### src/rtl/pm_fence_pkg.sv
// Constants, types and register map of the switch power management fence
package pm_fence_pkg;
    // Ports: index 0 faces the root complex, 1 to NP-1 face link partners
    localparam int NP = 6;
    localparam int PW = 3;
    localparam int TW = 16;

    // Register map, one block of four words per port
    localparam logic [7:0] MAP_END      = 8'h60;
    localparam logic [3:0] OFF_CTRL     = 4'h0;
    localparam logic [3:0] OFF_PME_TMR  = 4'h4;
    localparam logic [3:0] OFF_ACK_TMR  = 4'h8;
    localparam logic [3:0] OFF_STATUS   = 4'hC;

    localparam int PS_LSB       = 0;
    localparam int CTX_BIT      = 3;
    localparam int PME_EN_BIT   = 8;
    localparam int PME_PEND_BIT = 15;
    localparam int CFG_DONE_BIT = 16;
    localparam logic [1:0] PS_D0 = 2'h0;
    localparam logic [1:0] PS_D3 = 2'h3;

    localparam int ST_L23_BIT  = 2;
    localparam int ST_PEND_BIT = 3;
    localparam int ST_FSM_LSB  = 4;
    localparam int ST_FWD_BIT  = 6;

    localparam logic [TW-1:0] PME_TMO_RST = 16'h0064;
    localparam logic [TW-1:0] ACK_TMO_RST = 16'h0064;

    localparam int CLK_PERIOD_NS = 4;
    localparam int TICK_NS       = 1000;
    localparam int TICK_CYC      = TICK_NS / CLK_PERIOD_NS;

    localparam logic [1:0] RESP_OKAY   = 2'h0;
    localparam logic [1:0] RESP_SLVERR = 2'h2;

    typedef enum logic [1:0] {
        D0_UNINIT = 2'b00,
        D0_ACTIVE = 2'b01,
        D3_HOT    = 2'b10,
        D3_COLD   = 2'b11
    } dstate_e;

    typedef enum logic [1:0] {
        F_IDLE = 2'b00,
        F_AGGR = 2'b01,
        F_DONE = 2'b10
    } fence_e;

    typedef enum logic [2:0] {
        K_CFG0      = 3'b000,
        K_MSG_SELF  = 3'b001,
        K_REQ_OTHER = 3'b010,
        K_CPL_SELF  = 3'b011,
        K_CPL_THRU  = 3'b100
    } tlp_kind_e;

    typedef enum logic [1:0] {
        V_ACCEPT = 2'b00,
        V_UR     = 2'b01,
        V_UC     = 2'b10,
        V_ROUTE  = 2'b11
    } verdict_e;

    typedef struct packed {
        logic      valid;
        logic      secondary;
        tlp_kind_e kind;
    } tlp_in_s;

    typedef struct packed {
        logic     valid;
        verdict_e verdict;
    } verdict_s;

    typedef struct packed {
        logic          valid;
        logic [PW-1:0] target;
    } up_tlp_s;
endpackage

### src/rtl/pm_fence.sv
// Per-port power states, D3hot filtering, PM_PME retry and turn-off fence
//
// Contract
// Downstream bridge state affects only its port
// D3hot port seeks L1 regardless of others
// Upstream D3hot plus acks puts switch low
// Four device states per bridge
// D3hot to D0 keeps context, flag says so
// Reset gives D0 uninit, configure gives active
// D3 write from active, D0 write from D3hot
// D3hot accepts type 0 configuration requests
// D3hot accepts messages aimed at bridge
// D3hot other primary requests get UR
// D3hot reports TLP errors, drops others
// D3hot own completions unexpected, through routed
// D3hot secondary requests get UR
// No PME from D3cold, PME from D3hot
// Resend PM_PME while pending after timeout
// Turn-off forwarded on every active downstream port
// Ack upstream and L2/L3 after all acks
// Upstream TLP abandons aggregation; later drops allowed
// Aborting TLP handled locally or forwarded, retrained
// Downstream handshake continues; traffic wakes link
// Ack timeout counts as ack, link L2/L3
// Back to D0 uninit resumes PM_PME
// Timers use fixed base, load timeout on start
`timescale 1ns/10ps
`default_nettype none
module pm_fence
    import pm_fence_pkg::*;
(
    input  wire logic                core_clk,
    input  wire logic                rst,
    input  wire logic                s_axi_awvalid,
    output logic                     s_axi_awready,
    input  wire logic [7:0]          s_axi_awaddr,
    input  wire logic                s_axi_wvalid,
    output logic                     s_axi_wready,
    input  wire logic [31:0]         s_axi_wdata,
    input  wire logic [3:0]          s_axi_wstrb,
    output logic                     s_axi_bvalid,
    input  wire logic                s_axi_bready,
    output logic [1:0]               s_axi_bresp,
    input  wire logic                s_axi_arvalid,
    output logic                     s_axi_arready,
    input  wire logic [7:0]          s_axi_araddr,
    output logic                     s_axi_rvalid,
    input  wire logic                s_axi_rready,
    output logic [31:0]              s_axi_rdata,
    output logic [1:0]               s_axi_rresp,
    input  wire tlp_in_s [NP-1:0]    tlp_in,
    output verdict_s [NP-1:0]        verdict_out,
    input  wire logic [NP-1:0]       err_event,
    input  wire logic [NP-1:0]       err_from_tlp,
    output logic [NP-1:0]            err_msg,
    input  wire logic [NP-1:0]       hp_event,
    output logic [NP-1:0]            pme_send,
    output logic [NP-1:0]            link_l1_req,
    input  wire logic                rx_turnoff,
    input  wire logic [NP-1:0]       ds_active,
    output logic [NP-1:0]            tx_turnoff,
    input  wire logic [NP-1:0]       rx_to_ack,
    output logic [NP-1:0]            ack_timeout,
    output logic [NP-1:0]            link_l23_req,
    output logic                     tx_to_ack,
    output logic                     up_l23_req,
    input  wire up_tlp_s             up_tlp,
    output logic                     up_tlp_local,
    output logic                     up_tlp_drop,
    input  wire logic [NP-1:0]       link_in_l0,
    output logic [NP-1:0]            retrain_req,
    output logic [NP-1:0]            fwd_tlp,
    input  wire logic                power_off,
    output logic                     dev_low_power
);
    // ****************************************
    // Register bus
    // ****************************************
    logic [7:0]    wr_addr;
    logic [31:0]   wr_data;
    logic [3:0]    wr_strb;
    logic          wr_fire;
    logic          wr_ok;
    logic [PW-1:0] wr_port;
    logic          rd_ok;
    logic [PW-1:0] rd_port;
    logic [31:0]   next_rdata;

    assign wr_fire = !s_axi_awready && !s_axi_wready && !s_axi_bvalid;
    assign wr_ok   = wr_addr < MAP_END;
    assign wr_port = wr_addr[6:4];
    assign rd_ok   = s_axi_araddr < MAP_END;
    assign rd_port = s_axi_araddr[6:4];

    always_ff @(posedge core_clk)
    begin
        if (rst)
        begin
            s_axi_awready <= 1'b1;
            s_axi_wready  <= 1'b1;
            s_axi_bvalid  <= 1'b0;
            s_axi_bresp   <= RESP_OKAY;
            wr_addr       <= '0;
            wr_data       <= '0;
            wr_strb       <= '0;
        end
        else
        begin
            if (s_axi_awvalid && s_axi_awready)
            begin
                s_axi_awready <= 1'b0;
                wr_addr       <= s_axi_awaddr;
            end
            if (s_axi_wvalid && s_axi_wready)
            begin
                s_axi_wready <= 1'b0;
                wr_data      <= s_axi_wdata;
                wr_strb      <= s_axi_wstrb;
            end
            if (wr_fire)
            begin
                s_axi_bvalid <= 1'b1;
                s_axi_bresp  <= wr_ok ? RESP_OKAY : RESP_SLVERR;
            end
            if (s_axi_bvalid && s_axi_bready)
            begin
                s_axi_bvalid  <= 1'b0;
                s_axi_awready <= 1'b1;
                s_axi_wready  <= 1'b1;
            end
        end
    end

    always_ff @(posedge core_clk)
    begin
        if (rst)
        begin
            s_axi_arready <= 1'b1;
            s_axi_rvalid  <= 1'b0;
            s_axi_rdata   <= '0;
            s_axi_rresp   <= RESP_OKAY;
        end
        else if (s_axi_arvalid && s_axi_arready)
        begin
            s_axi_arready <= 1'b0;
            s_axi_rvalid  <= 1'b1;
            s_axi_rdata   <= next_rdata;
            s_axi_rresp   <= rd_ok ? RESP_OKAY : RESP_SLVERR;
        end
        else if (s_axi_rvalid && s_axi_rready)
        begin
            s_axi_rvalid  <= 1'b0;
            s_axi_arready <= 1'b1;
        end
    end

    // ****************************************
    // Time base
    // ****************************************
    logic [8:0] tick_cnt;
    logic       tick;

    always_ff @(posedge core_clk)
    begin
        if (rst || tick)
            tick_cnt <= '0;
        else
            tick_cnt <= tick_cnt + 9'h001;
    end
    assign tick = tick_cnt == 9'(TICK_CYC - 1);

    // ****************************************
    // Fence sequencer
    // ****************************************
    fence_e        fence;
    dstate_e       dstate [NP];
    logic [NP-1:0] ack_pend;
    logic [NP-1:0] ack_done;
    logic [NP-1:0] woke;
    logic [NP-1:0] fwd_need;
    logic [NP-1:0] fwd_wait;
    logic [NP-1:0] ds_mask;
    logic [31:0]   port_rd [NP];
    logic          abandon;

    assign ds_mask    = {{(NP-1){1'b1}}, 1'b0};
    assign abandon    = fence == F_AGGR && up_tlp.valid;
    assign next_rdata = rd_ok ? port_rd[rd_port] : 32'h0000_0000;

    always_ff @(posedge core_clk)
    begin
        if (rst)
            fence <= F_IDLE;
        else
        begin
            unique case (fence)
                F_IDLE:
                    if (rx_turnoff)
                        fence <= F_AGGR;
                F_AGGR:
                    if (abandon)
                        fence <= F_IDLE;
                    else if (ack_pend == '0 && !(|tx_turnoff))
                        fence <= F_DONE;
                F_DONE:
                    if (woke[0])
                        fence <= F_IDLE;
            endcase
        end
    end

    always_ff @(posedge core_clk)
    begin
        if (rst)
        begin
            tx_turnoff    <= '0;
            tx_to_ack     <= 1'b0;
            up_l23_req    <= 1'b0;
            dev_low_power <= 1'b0;
        end
        else
        begin
            tx_turnoff <= '0;
            tx_to_ack  <= 1'b0;
            if (fence == F_IDLE && rx_turnoff)
                tx_turnoff <= ds_active & ds_mask;
            if (fence == F_AGGR && !abandon && ack_pend == '0 && !(|tx_turnoff))
            begin
                tx_to_ack  <= 1'b1;
                up_l23_req <= 1'b1;
            end
            else if (fence != F_DONE)
                up_l23_req <= 1'b0;
            dev_low_power <= dstate[0] == D3_HOT && fence == F_DONE;
        end
    end
    always_ff @(posedge core_clk)
    begin
        if (rst)
        begin
            up_tlp_local <= 1'b0;
            up_tlp_drop  <= 1'b0;
        end
        else
        begin
            up_tlp_drop  <= up_tlp.valid && fence == F_DONE;
            up_tlp_local <= up_tlp.valid && fence != F_DONE
                            && up_tlp.target == '0;
        end
    end

    // ****************************************
    // Per-port logic
    // ****************************************
    for (genvar p = 0; p < NP; p++)
    begin : g_port
        logic          sel_wr;
        logic          is_d3;
        logic          pme_en;
        logic          pme_pend;
        logic          pme_sent;
        logic          pme_fire;
        logic          pme_exp;
        logic          ack_exp;
        logic [TW-1:0] pme_tmo;
        logic [TW-1:0] ack_tmo;

        assign sel_wr  = wr_fire && wr_ok && wr_port == PW'(p);
        assign is_d3   = dstate[p] == D3_HOT;
        assign woke[p] = sel_wr && wr_addr[3:0] == OFF_CTRL && wr_strb[0]
                         && wr_data[PS_LSB +: 2] == PS_D0 && is_d3;
        assign fwd_need[p] = up_tlp.valid && fence != F_DONE && p != 0
                             && up_tlp.target == PW'(p);
        assign ack_done[p] = rx_to_ack[p] || ack_exp;
        assign pme_fire = p != 0 && pme_pend && pme_en && dstate[p] != D3_COLD
                          && (!pme_sent || pme_exp);
        always_ff @(posedge core_clk)
        begin
            if (rst)
                dstate[p] <= D0_UNINIT;
            else if (power_off && fence == F_DONE)
                dstate[p] <= D3_COLD;
            else if (sel_wr && wr_addr[3:0] == OFF_CTRL)
            begin
                if (wr_strb[0] && wr_data[PS_LSB +: 2] == PS_D3 && dstate[p] == D0_ACTIVE)
                    dstate[p] <= D3_HOT;
                else if (woke[p])
                    dstate[p] <= D0_UNINIT;
                else if (wr_strb[2] && wr_data[CFG_DONE_BIT] && dstate[p] == D0_UNINIT)
                    dstate[p] <= D0_ACTIVE;
            end
        end
        always_ff @(posedge core_clk)
        begin
            if (rst)
            begin
                pme_en  <= 1'b0;
                pme_tmo <= PME_TMO_RST;
                ack_tmo <= ACK_TMO_RST;
            end
            else if (sel_wr)
            begin
                if (wr_addr[3:0] == OFF_CTRL && wr_strb[1])
                    pme_en <= wr_data[PME_EN_BIT];
                if (wr_addr[3:0] == OFF_PME_TMR && wr_strb[1:0] == 2'b11)
                    pme_tmo <= wr_data[TW-1:0];
                if (wr_addr[3:0] == OFF_ACK_TMR && wr_strb[1:0] == 2'b11)
                    ack_tmo <= wr_data[TW-1:0];
            end
        end

        // Pending flag: event set wins over write-one clear
        always_ff @(posedge core_clk)
        begin
            if (rst)
            begin
                pme_pend    <= 1'b0;
                pme_sent    <= 1'b0;
                pme_send[p] <= 1'b0;
            end
            else
            begin
                if (hp_event[p] && p != 0)
                    pme_pend <= 1'b1;
                else if (sel_wr && wr_addr[3:0] == OFF_CTRL && wr_strb[1]
                         && wr_data[PME_PEND_BIT])
                    pme_pend <= 1'b0;
                pme_send[p] <= pme_fire;
                if (pme_fire)
                    pme_sent <= 1'b1;
                else if (!pme_pend || dstate[p] == D3_COLD)
                    pme_sent <= 1'b0;
            end
        end
        pm_tick_timer u_pme_timer (
            .core_clk (core_clk),
            .rst      (rst),
            .tick     (tick),
            .start    (pme_fire),
            .stop     (!pme_pend),
            .load     (pme_tmo),
            .expired  (pme_exp)
        );
        pm_tick_timer u_ack_timer (
            .core_clk (core_clk),
            .rst      (rst),
            .tick     (tick),
            .start    (tx_turnoff[p]),
            .stop     (rx_to_ack[p]),
            .load     (ack_tmo),
            .expired  (ack_exp)
        );
        always_ff @(posedge core_clk)
        begin
            if (rst)
            begin
                ack_pend[p]     <= 1'b0;
                ack_timeout[p]  <= 1'b0;
                link_l23_req[p] <= 1'b0;
            end
            else
            begin
                ack_timeout[p] <= ack_exp && ack_pend[p];
                if (tx_turnoff[p])
                    ack_pend[p] <= 1'b1;
                else if (ack_done[p])
                    ack_pend[p] <= 1'b0;
                if (ack_done[p] && ack_pend[p])
                    link_l23_req[p] <= 1'b1;
                else if (fwd_wait[p] && link_in_l0[p])
                    link_l23_req[p] <= 1'b0;
            end
        end
        always_ff @(posedge core_clk)
        begin
            if (rst)
            begin
                fwd_wait[p]    <= 1'b0;
                fwd_tlp[p]     <= 1'b0;
                retrain_req[p] <= 1'b0;
            end
            else
            begin
                fwd_tlp[p]     <= 1'b0;
                retrain_req[p] <= 1'b0;
                if (fwd_need[p] && link_in_l0[p] && !fwd_wait[p])
                    fwd_tlp[p] <= 1'b1;
                else if (fwd_need[p] && !fwd_wait[p])
                begin
                    fwd_wait[p]    <= 1'b1;
                    retrain_req[p] <= 1'b1;
                end
                else if (fwd_wait[p] && link_in_l0[p])
                begin
                    fwd_wait[p] <= 1'b0;
                    fwd_tlp[p]  <= 1'b1;
                end
            end
        end
        always_ff @(posedge core_clk)
        begin
            if (rst)
            begin
                verdict_out[p] <= '0;
                err_msg[p]     <= 1'b0;
                link_l1_req[p] <= 1'b0;
            end
            else
            begin
                link_l1_req[p]       <= is_d3;
                err_msg[p]           <= err_event[p] && (err_from_tlp[p] || !is_d3);
                verdict_out[p].valid <= tlp_in[p].valid;
                if (tlp_in[p].kind == K_CPL_THRU)
                    verdict_out[p].verdict <= V_ROUTE;
                else if (tlp_in[p].kind == K_CPL_SELF)
                    verdict_out[p].verdict <= is_d3 ? V_UC : V_ACCEPT;
                else if (tlp_in[p].secondary)
                    verdict_out[p].verdict <= is_d3 ? V_UR : V_ROUTE;
                else if (tlp_in[p].kind == K_CFG0 || tlp_in[p].kind == K_MSG_SELF)
                    verdict_out[p].verdict <= V_ACCEPT;
                else
                    verdict_out[p].verdict <= is_d3 ? V_UR : V_ROUTE;
            end
        end
        always_comb
        begin
            port_rd[p] = 32'h0000_0000;
            unique case (s_axi_araddr[3:0])
                OFF_CTRL:
                begin
                    port_rd[p][PS_LSB +: 2]   = is_d3 ? PS_D3 : PS_D0;
                    port_rd[p][CTX_BIT]       = 1'b1;
                    port_rd[p][PME_EN_BIT]    = pme_en;
                    port_rd[p][PME_PEND_BIT]  = pme_pend;
                end
                OFF_PME_TMR: port_rd[p][TW-1:0] = pme_tmo;
                OFF_ACK_TMR: port_rd[p][TW-1:0] = ack_tmo;
                OFF_STATUS:
                begin
                    port_rd[p][1:0]              = dstate[p];
                    port_rd[p][ST_L23_BIT]       = link_l23_req[p];
                    port_rd[p][ST_PEND_BIT]      = ack_pend[p];
                    port_rd[p][ST_FSM_LSB +: 2]  = fence;
                    port_rd[p][ST_FWD_BIT]       = fwd_wait[p];
                end
                default: port_rd[p] = 32'h0000_0000;
            endcase
        end
    end
endmodule
`default_nettype wire

### src/rtl/pm_tick_timer.sv
// Tick based countdown timer with load on start
`timescale 1ns/10ps
`default_nettype none
module pm_tick_timer
    import pm_fence_pkg::*;
(
    input  wire logic          core_clk,
    input  wire logic          rst,
    input  wire logic          tick,
    input  wire logic          start,
    input  wire logic          stop,
    input  wire logic [TW-1:0] load,
    output logic               expired
);
    logic [TW-1:0] count;
    logic          running;

    always_ff @(posedge core_clk)
    begin
        if (rst)
        begin
            count   <= '0;
            running <= 1'b0;
            expired <= 1'b0;
        end
        else
        begin
            expired <= 1'b0;
            if (start)
            begin
                count   <= load;
                running <= 1'b1;
            end
            else if (stop)
                running <= 1'b0;
            else if (running && tick)
            begin
                if (count <= 16'h0001)
                begin
                    running <= 1'b0;
                    expired <= 1'b1;
                end
                else
                    count <= count - 16'h0001;
            end
        end
    end
endmodule
`default_nettype wire

### config.mk
export PLATFORM = sky130hd
export DESIGN_NAME = pm_fence
export DESIGN_NICKNAME = d
export VERILOG_FILES = /design/src/rtl/pm_fence_pkg.sv /design/src/rtl/pm_fence.sv /design/src/rtl/pm_tick_timer.sv
export SDC_FILE = /design/constraint.sdc
export NUM_CORES = 1
export LEC_CHECK = 0
export ABC_AREA = 1
export CORE_MARGIN = 2
export CORE_UTILIZATION = 61
export DETAILED_ROUTE_END_ITERATION = 10
export DONT_BUFFER_PORTS = 1
export GPL_ROUTABILITY_DRIVEN = 1
export MAX_ROUTING_LAYER = met4
export PLACE_DENSITY = 0.74
export RECOVER_POWER = 25
export SETUP_SLACK_MARGIN = 0.02
export SYNTH_ARGS = -nofsm -noshare
export SYNTH_HDL_FRONTEND = slang
export SYNTH_SLANG_ARGS = --single-unit
### constraint.sdc
create_clock -name core_clk -period 3.36 [get_ports core_clk]
set_input_delay 0.504 -clock core_clk [delete_from_list [all_inputs] [get_ports core_clk]]
set_output_delay 0.504 -clock core_clk [all_outputs]
set_load 0.005 [all_outputs]
==> load_flow_metrics.sql <==
INSERT INTO impl_metrics (metric_group, metric, value, unit) VALUES
('sta', 'max_clock_freq', '0.351', 'GHz'),
('floorplanning', 'placeableCoreArea', '44000', 'um^2'),
('critical_path', 'cp_max_fo', '146', ''),
('run_status', 'violations_in_the_final_reports', 'max-capacitance violations, max-slew violations', ''),
('sta', 'setup_viol', '0', ''),
('sta', 'finClkSkew', '32.6', 'ps'),
('clock_tree', 'numClockSinks', '537', ''),
('yosys', 'dominantRegCellSynth', 'sky130_fd_sc_hd__dfxtp_1', ''),
('global_routing', 'gr-max-usage-layer', 'met2', ''),
('yosys', 'netlist-cell-type-count', '50', ''),
('critical_path', 'timing.reg2reg.worst_path_depth', '10', ''),
('clock_tree', 'cts_max_level', '2', ''),
('sta', 'max-slew-margin-rel', '-128', '%'),
('clock_tree', 'cts.path.max_buffers', '3', ''),
('sta', 'maxSlewViolCount', '314', ''),
('placement', 'post_dp_cell_area', '27200', 'um^2'),
('power_and_ir_drop', 'p_leak', '12.6', 'nW'),
('global_routing', 'global_route.usage.met2', '58.1', '%'),
('yosys', 'synth_top_area_share', '38.7', '%'),
('finish', 'fin_cells', '4594', ''),
('route', 'detailedRoute.firstIterationViolations', '3014', ''),
('route', 'routed_wl', '87700', 'um'),
('route', 'detailroute.via_count', '26700', ''),
('critical_path', 'critical_path.cell_chain', 'clkbuf_2 -> nor3_1', ''),
('clock_tree', 'numCtsBuffers', '56', ''),
('floorplanning', 'design.die.area', '46200', 'um^2'),
('finish', 'final_layout_size_suffix_gt1_share', '5.25', '%'),
('placement', 'place.gp.congestion', '0.971', ''),
('yosys', 'postSynthAreaPerCell', '6.74', 'um^2'),
('critical_path', 'critPathSlowestCell', 'sky130_fd_sc_hd__clkbuf_2', ''),
('floorplanning', 'dieHeight', '215', 'um'),
('global_routing', 'grt_pass1_vias', '23700', ''),
('run', 'max_cap_violations', '2', ''),
('yosys', 'synth_async_sr_flop_share', '0', '%'),
('sta', 'timing.setup.tns', '0', 'ps'),
('clock_tree', 'path_clk_slew', '60', 'ps'),
('route', 'detail_route.first_pass.iterations', '6', ''),
('global_routing', 'use_met1', '49.1', '%'),
('yosys', 'post_synthesis_cells', '4025', ''),
('clock_tree', 'cts_setup_buffers', '0', ''),
('hold_path', 'min-delay-path-class', 'input pin to flop', ''),
('finish', 'finalNetCount', '4111', ''),
('critical_path', 'critical-path-top-delay-family', 'buffers and inverters', ''),
('yosys', 'yosysTopAreaCell', 'sky130_fd_sc_hd__dfxtp_1', ''),
('run_status', 'run_status', 'complete, but fails checks', ''),
('floorplanning', 'die_width', '215', 'um'),
('critical_path', 'critical_path_arrival', '3180', 'ps'),
('floorplanning', 'ios', '243', ''),
('critical_path', 'crit_path_end_kind', 'flop', ''),
('critical_path', 'timing.setup.critical_path_class', 'input pin to flop', ''),
('power_and_ir_drop', 'clockPowerShare', '44.1', '%'),
('finish', 'finalCoreUtilization', '67.1', '%'),
('global_routing', 'grt_overflow', '0', ''),
('clock_tree', 'cts_root_buf', 'sky130_fd_sc_hd__clkbuf_16', ''),
('global_routing', 'grtUsageTotal', '38.1', '%'),
('placement', 'hpwlAfterDp', '59200', 'um'),
('yosys', 'yosys_warnings', '0', ''),
('critical_path', 'cp.depth', '2', ''),
('route', 'route.detailed.wl_per_inst', '19.1', 'um'),
('finish', 'commonest_cells_after_routing_fill_and_taps_aside', 'sky130_fd_sc_hd__nand2_1 (934), sky130_fd_sc_hd__dfxtp_1 (525), sky130_fd_sc_hd__nor2_1 (480)', ''),
('finish', 'filler_cell_count_in_the_final_layout', '4020', ''),
('floorplanning', 'row_count', '77', ''),
('floorplanning', 'initial_core_util', '61.6', '%'),
('power_and_ir_drop', 'p_sw_share', '26.8', '%'),
('clock_tree', 'tritoncts', 'built', ''),
('placement', 'port_buffer_count', '0', ''),
('global_routing', 'grt_max_degree', '167', ''),
('route', 'post_drt_via_cell_ratio', '5.82', ''),
('sta', 'rsz0062_at_grt', 'no', ''),
('route', 'drtAntennaViolNets', '0', ''),
('sta', 'fin_ws', '513', 'ps');
==> worst register-to-register path: stages, from the launching register on <==
cell	delay [ps]
sky130_fd_sc_hd__edfxtp_1	500
sky130_fd_sc_hd__nand2_1	120
sky130_fd_sc_hd__nand2_1	120
sky130_fd_sc_hd__clkbuf_1	950
sky130_fd_sc_hd__inv_1	350
sky130_fd_sc_hd__a21oi_1	190
sky130_fd_sc_hd__o21ai_0	90
sky130_fd_sc_hd__o21ai_0	80
sky130_fd_sc_hd__nand2_1	70
sky130_fd_sc_hd__o21ai_0	80
sky130_fd_sc_hd__nor2_1	50
==> final cells by class <==
class,instances,area [um^2],area share [%]
Timing Repair Buffer,77,667,2.26
Tap cell,592,741,2.51
Multi-Input combinational cell,2908,13800,46.7
Clock inverter,26,398,1.35
Clock buffer,79,1650,5.58
Sequential cell,537,10900,36.8
Antenna cell,1,2.50,0.00847
Inverter,374,1410,4.78
==> sequential cells by signal, indices dropped and copies added (netlist names), 6 cells and up <==
name / count
s_axi_rdata: 16
g_port.pme_en: 6
link_l1_req: 6
wr_data: 17
g_port.ack_tmo: 96
wr_addr: 8
err_msg: 6
g_port.u_ack_timer.count: 80
g_port.u_pme_timer.count: 80
dstate: 12
verdict_out: 18
g_port.pme_tmo: 96
tick_cnt: 9
==> cells by family after synthesis <==
family | synth area share [%]
simple gates | 30.1
compound gates | 16.7
buf+inv | 9.41
flops | 40.1
xor+xnor | 2.52
fa+ha+maj | 1.20
other cells | 0.0138
mux | 0.0369
==> cells in the mapped netlist (9+ instances only) <==
library cell                 n
sky130_fd_sc_hd__o22ai_1     9
sky130_fd_sc_hd__nand3_1   323
sky130_fd_sc_hd__inv_1     359
sky130_fd_sc_hd__edfxtp_1   12
sky130_fd_sc_hd__xor2_1     52
sky130_fd_sc_hd__xnor2_1    26
sky130_fd_sc_hd__buf_2      51
sky130_fd_sc_hd__buf_1      10
sky130_fd_sc_hd__ha_1       26
sky130_fd_sc_hd__a211oi_1   31
sky130_fd_sc_hd__buf_4      42
sky130_fd_sc_hd__or2_2      13
sky130_fd_sc_hd__o31ai_1    10
sky130_fd_sc_hd__nand2_2    10
sky130_fd_sc_hd__nor3_1     71
sky130_fd_sc_hd__nor2_2     11
sky130_fd_sc_hd__nand4_1    45
sky130_fd_sc_hd__o211ai_1   37
sky130_fd_sc_hd__a31oi_1    12
sky130_fd_sc_hd__nand2_1   934
sky130_fd_sc_hd__clkbuf_1  116
sky130_fd_sc_hd__a21oi_1   354
sky130_fd_sc_hd__nor2_1    481
sky130_fd_sc_hd__o21ai_0   374
sky130_fd_sc_hd__nand3b_1   10
sky130_fd_sc_hd__nor2_4     13
sky130_fd_sc_hd__dfxtp_1   525
==> path summary, 6_finish.rpt <==
path                                                  from  slack (ps)                                      endpoint
hold / removal                                err_event[3]          10                         err_msg[3]$_SDFF_PP0_
hold reg to reg   g_port[1].u_ack_timer.expired$_SDFF_PP0_         450                     ack_timeout[1]$_SDFF_PP0_
setup reg to reg                dstate[5][1]$_SDFFCE_PP0P_         600  g_port[5].u_pme_timer.count[10]$_SDFFE_PP0P_
setup / recovery                                       rst         510                         fwd_tlp[5]$_SDFF_PP0_
==> what timing repair did <==
item / in CTS / in global routing
endpoints found under the setup margin: 0 / 0
resized for setup: 0 / 0
hold buffers: 28 / 0
hold endpoints to repair: 160 / 0
==> power groups by stage <==
stage / Clock [mW] / Combinational, mW / Sequential, mW
3_3_place_gp: 0 / 1.80 / 6.87
3_5_place_dp: 0 / 1.82 / 6.87
2_1_floorplan: 0 / 1.49 / 6.82
6_report: 6.86 / 1.95 / 6.74
4_1_cts: 6.90 / 1.92 / 6.73
5_1_grt: 7.18 / 2.19 / 6.75
==> per-layer routing <==
metal,wire length (um),vias up
met5,0,-
met3,8160,232
met1,36100,12300
met4,4570,0
met2,38900,1235
li1,-,13000
Note: power is estimated with default switching activity, not from simulation.
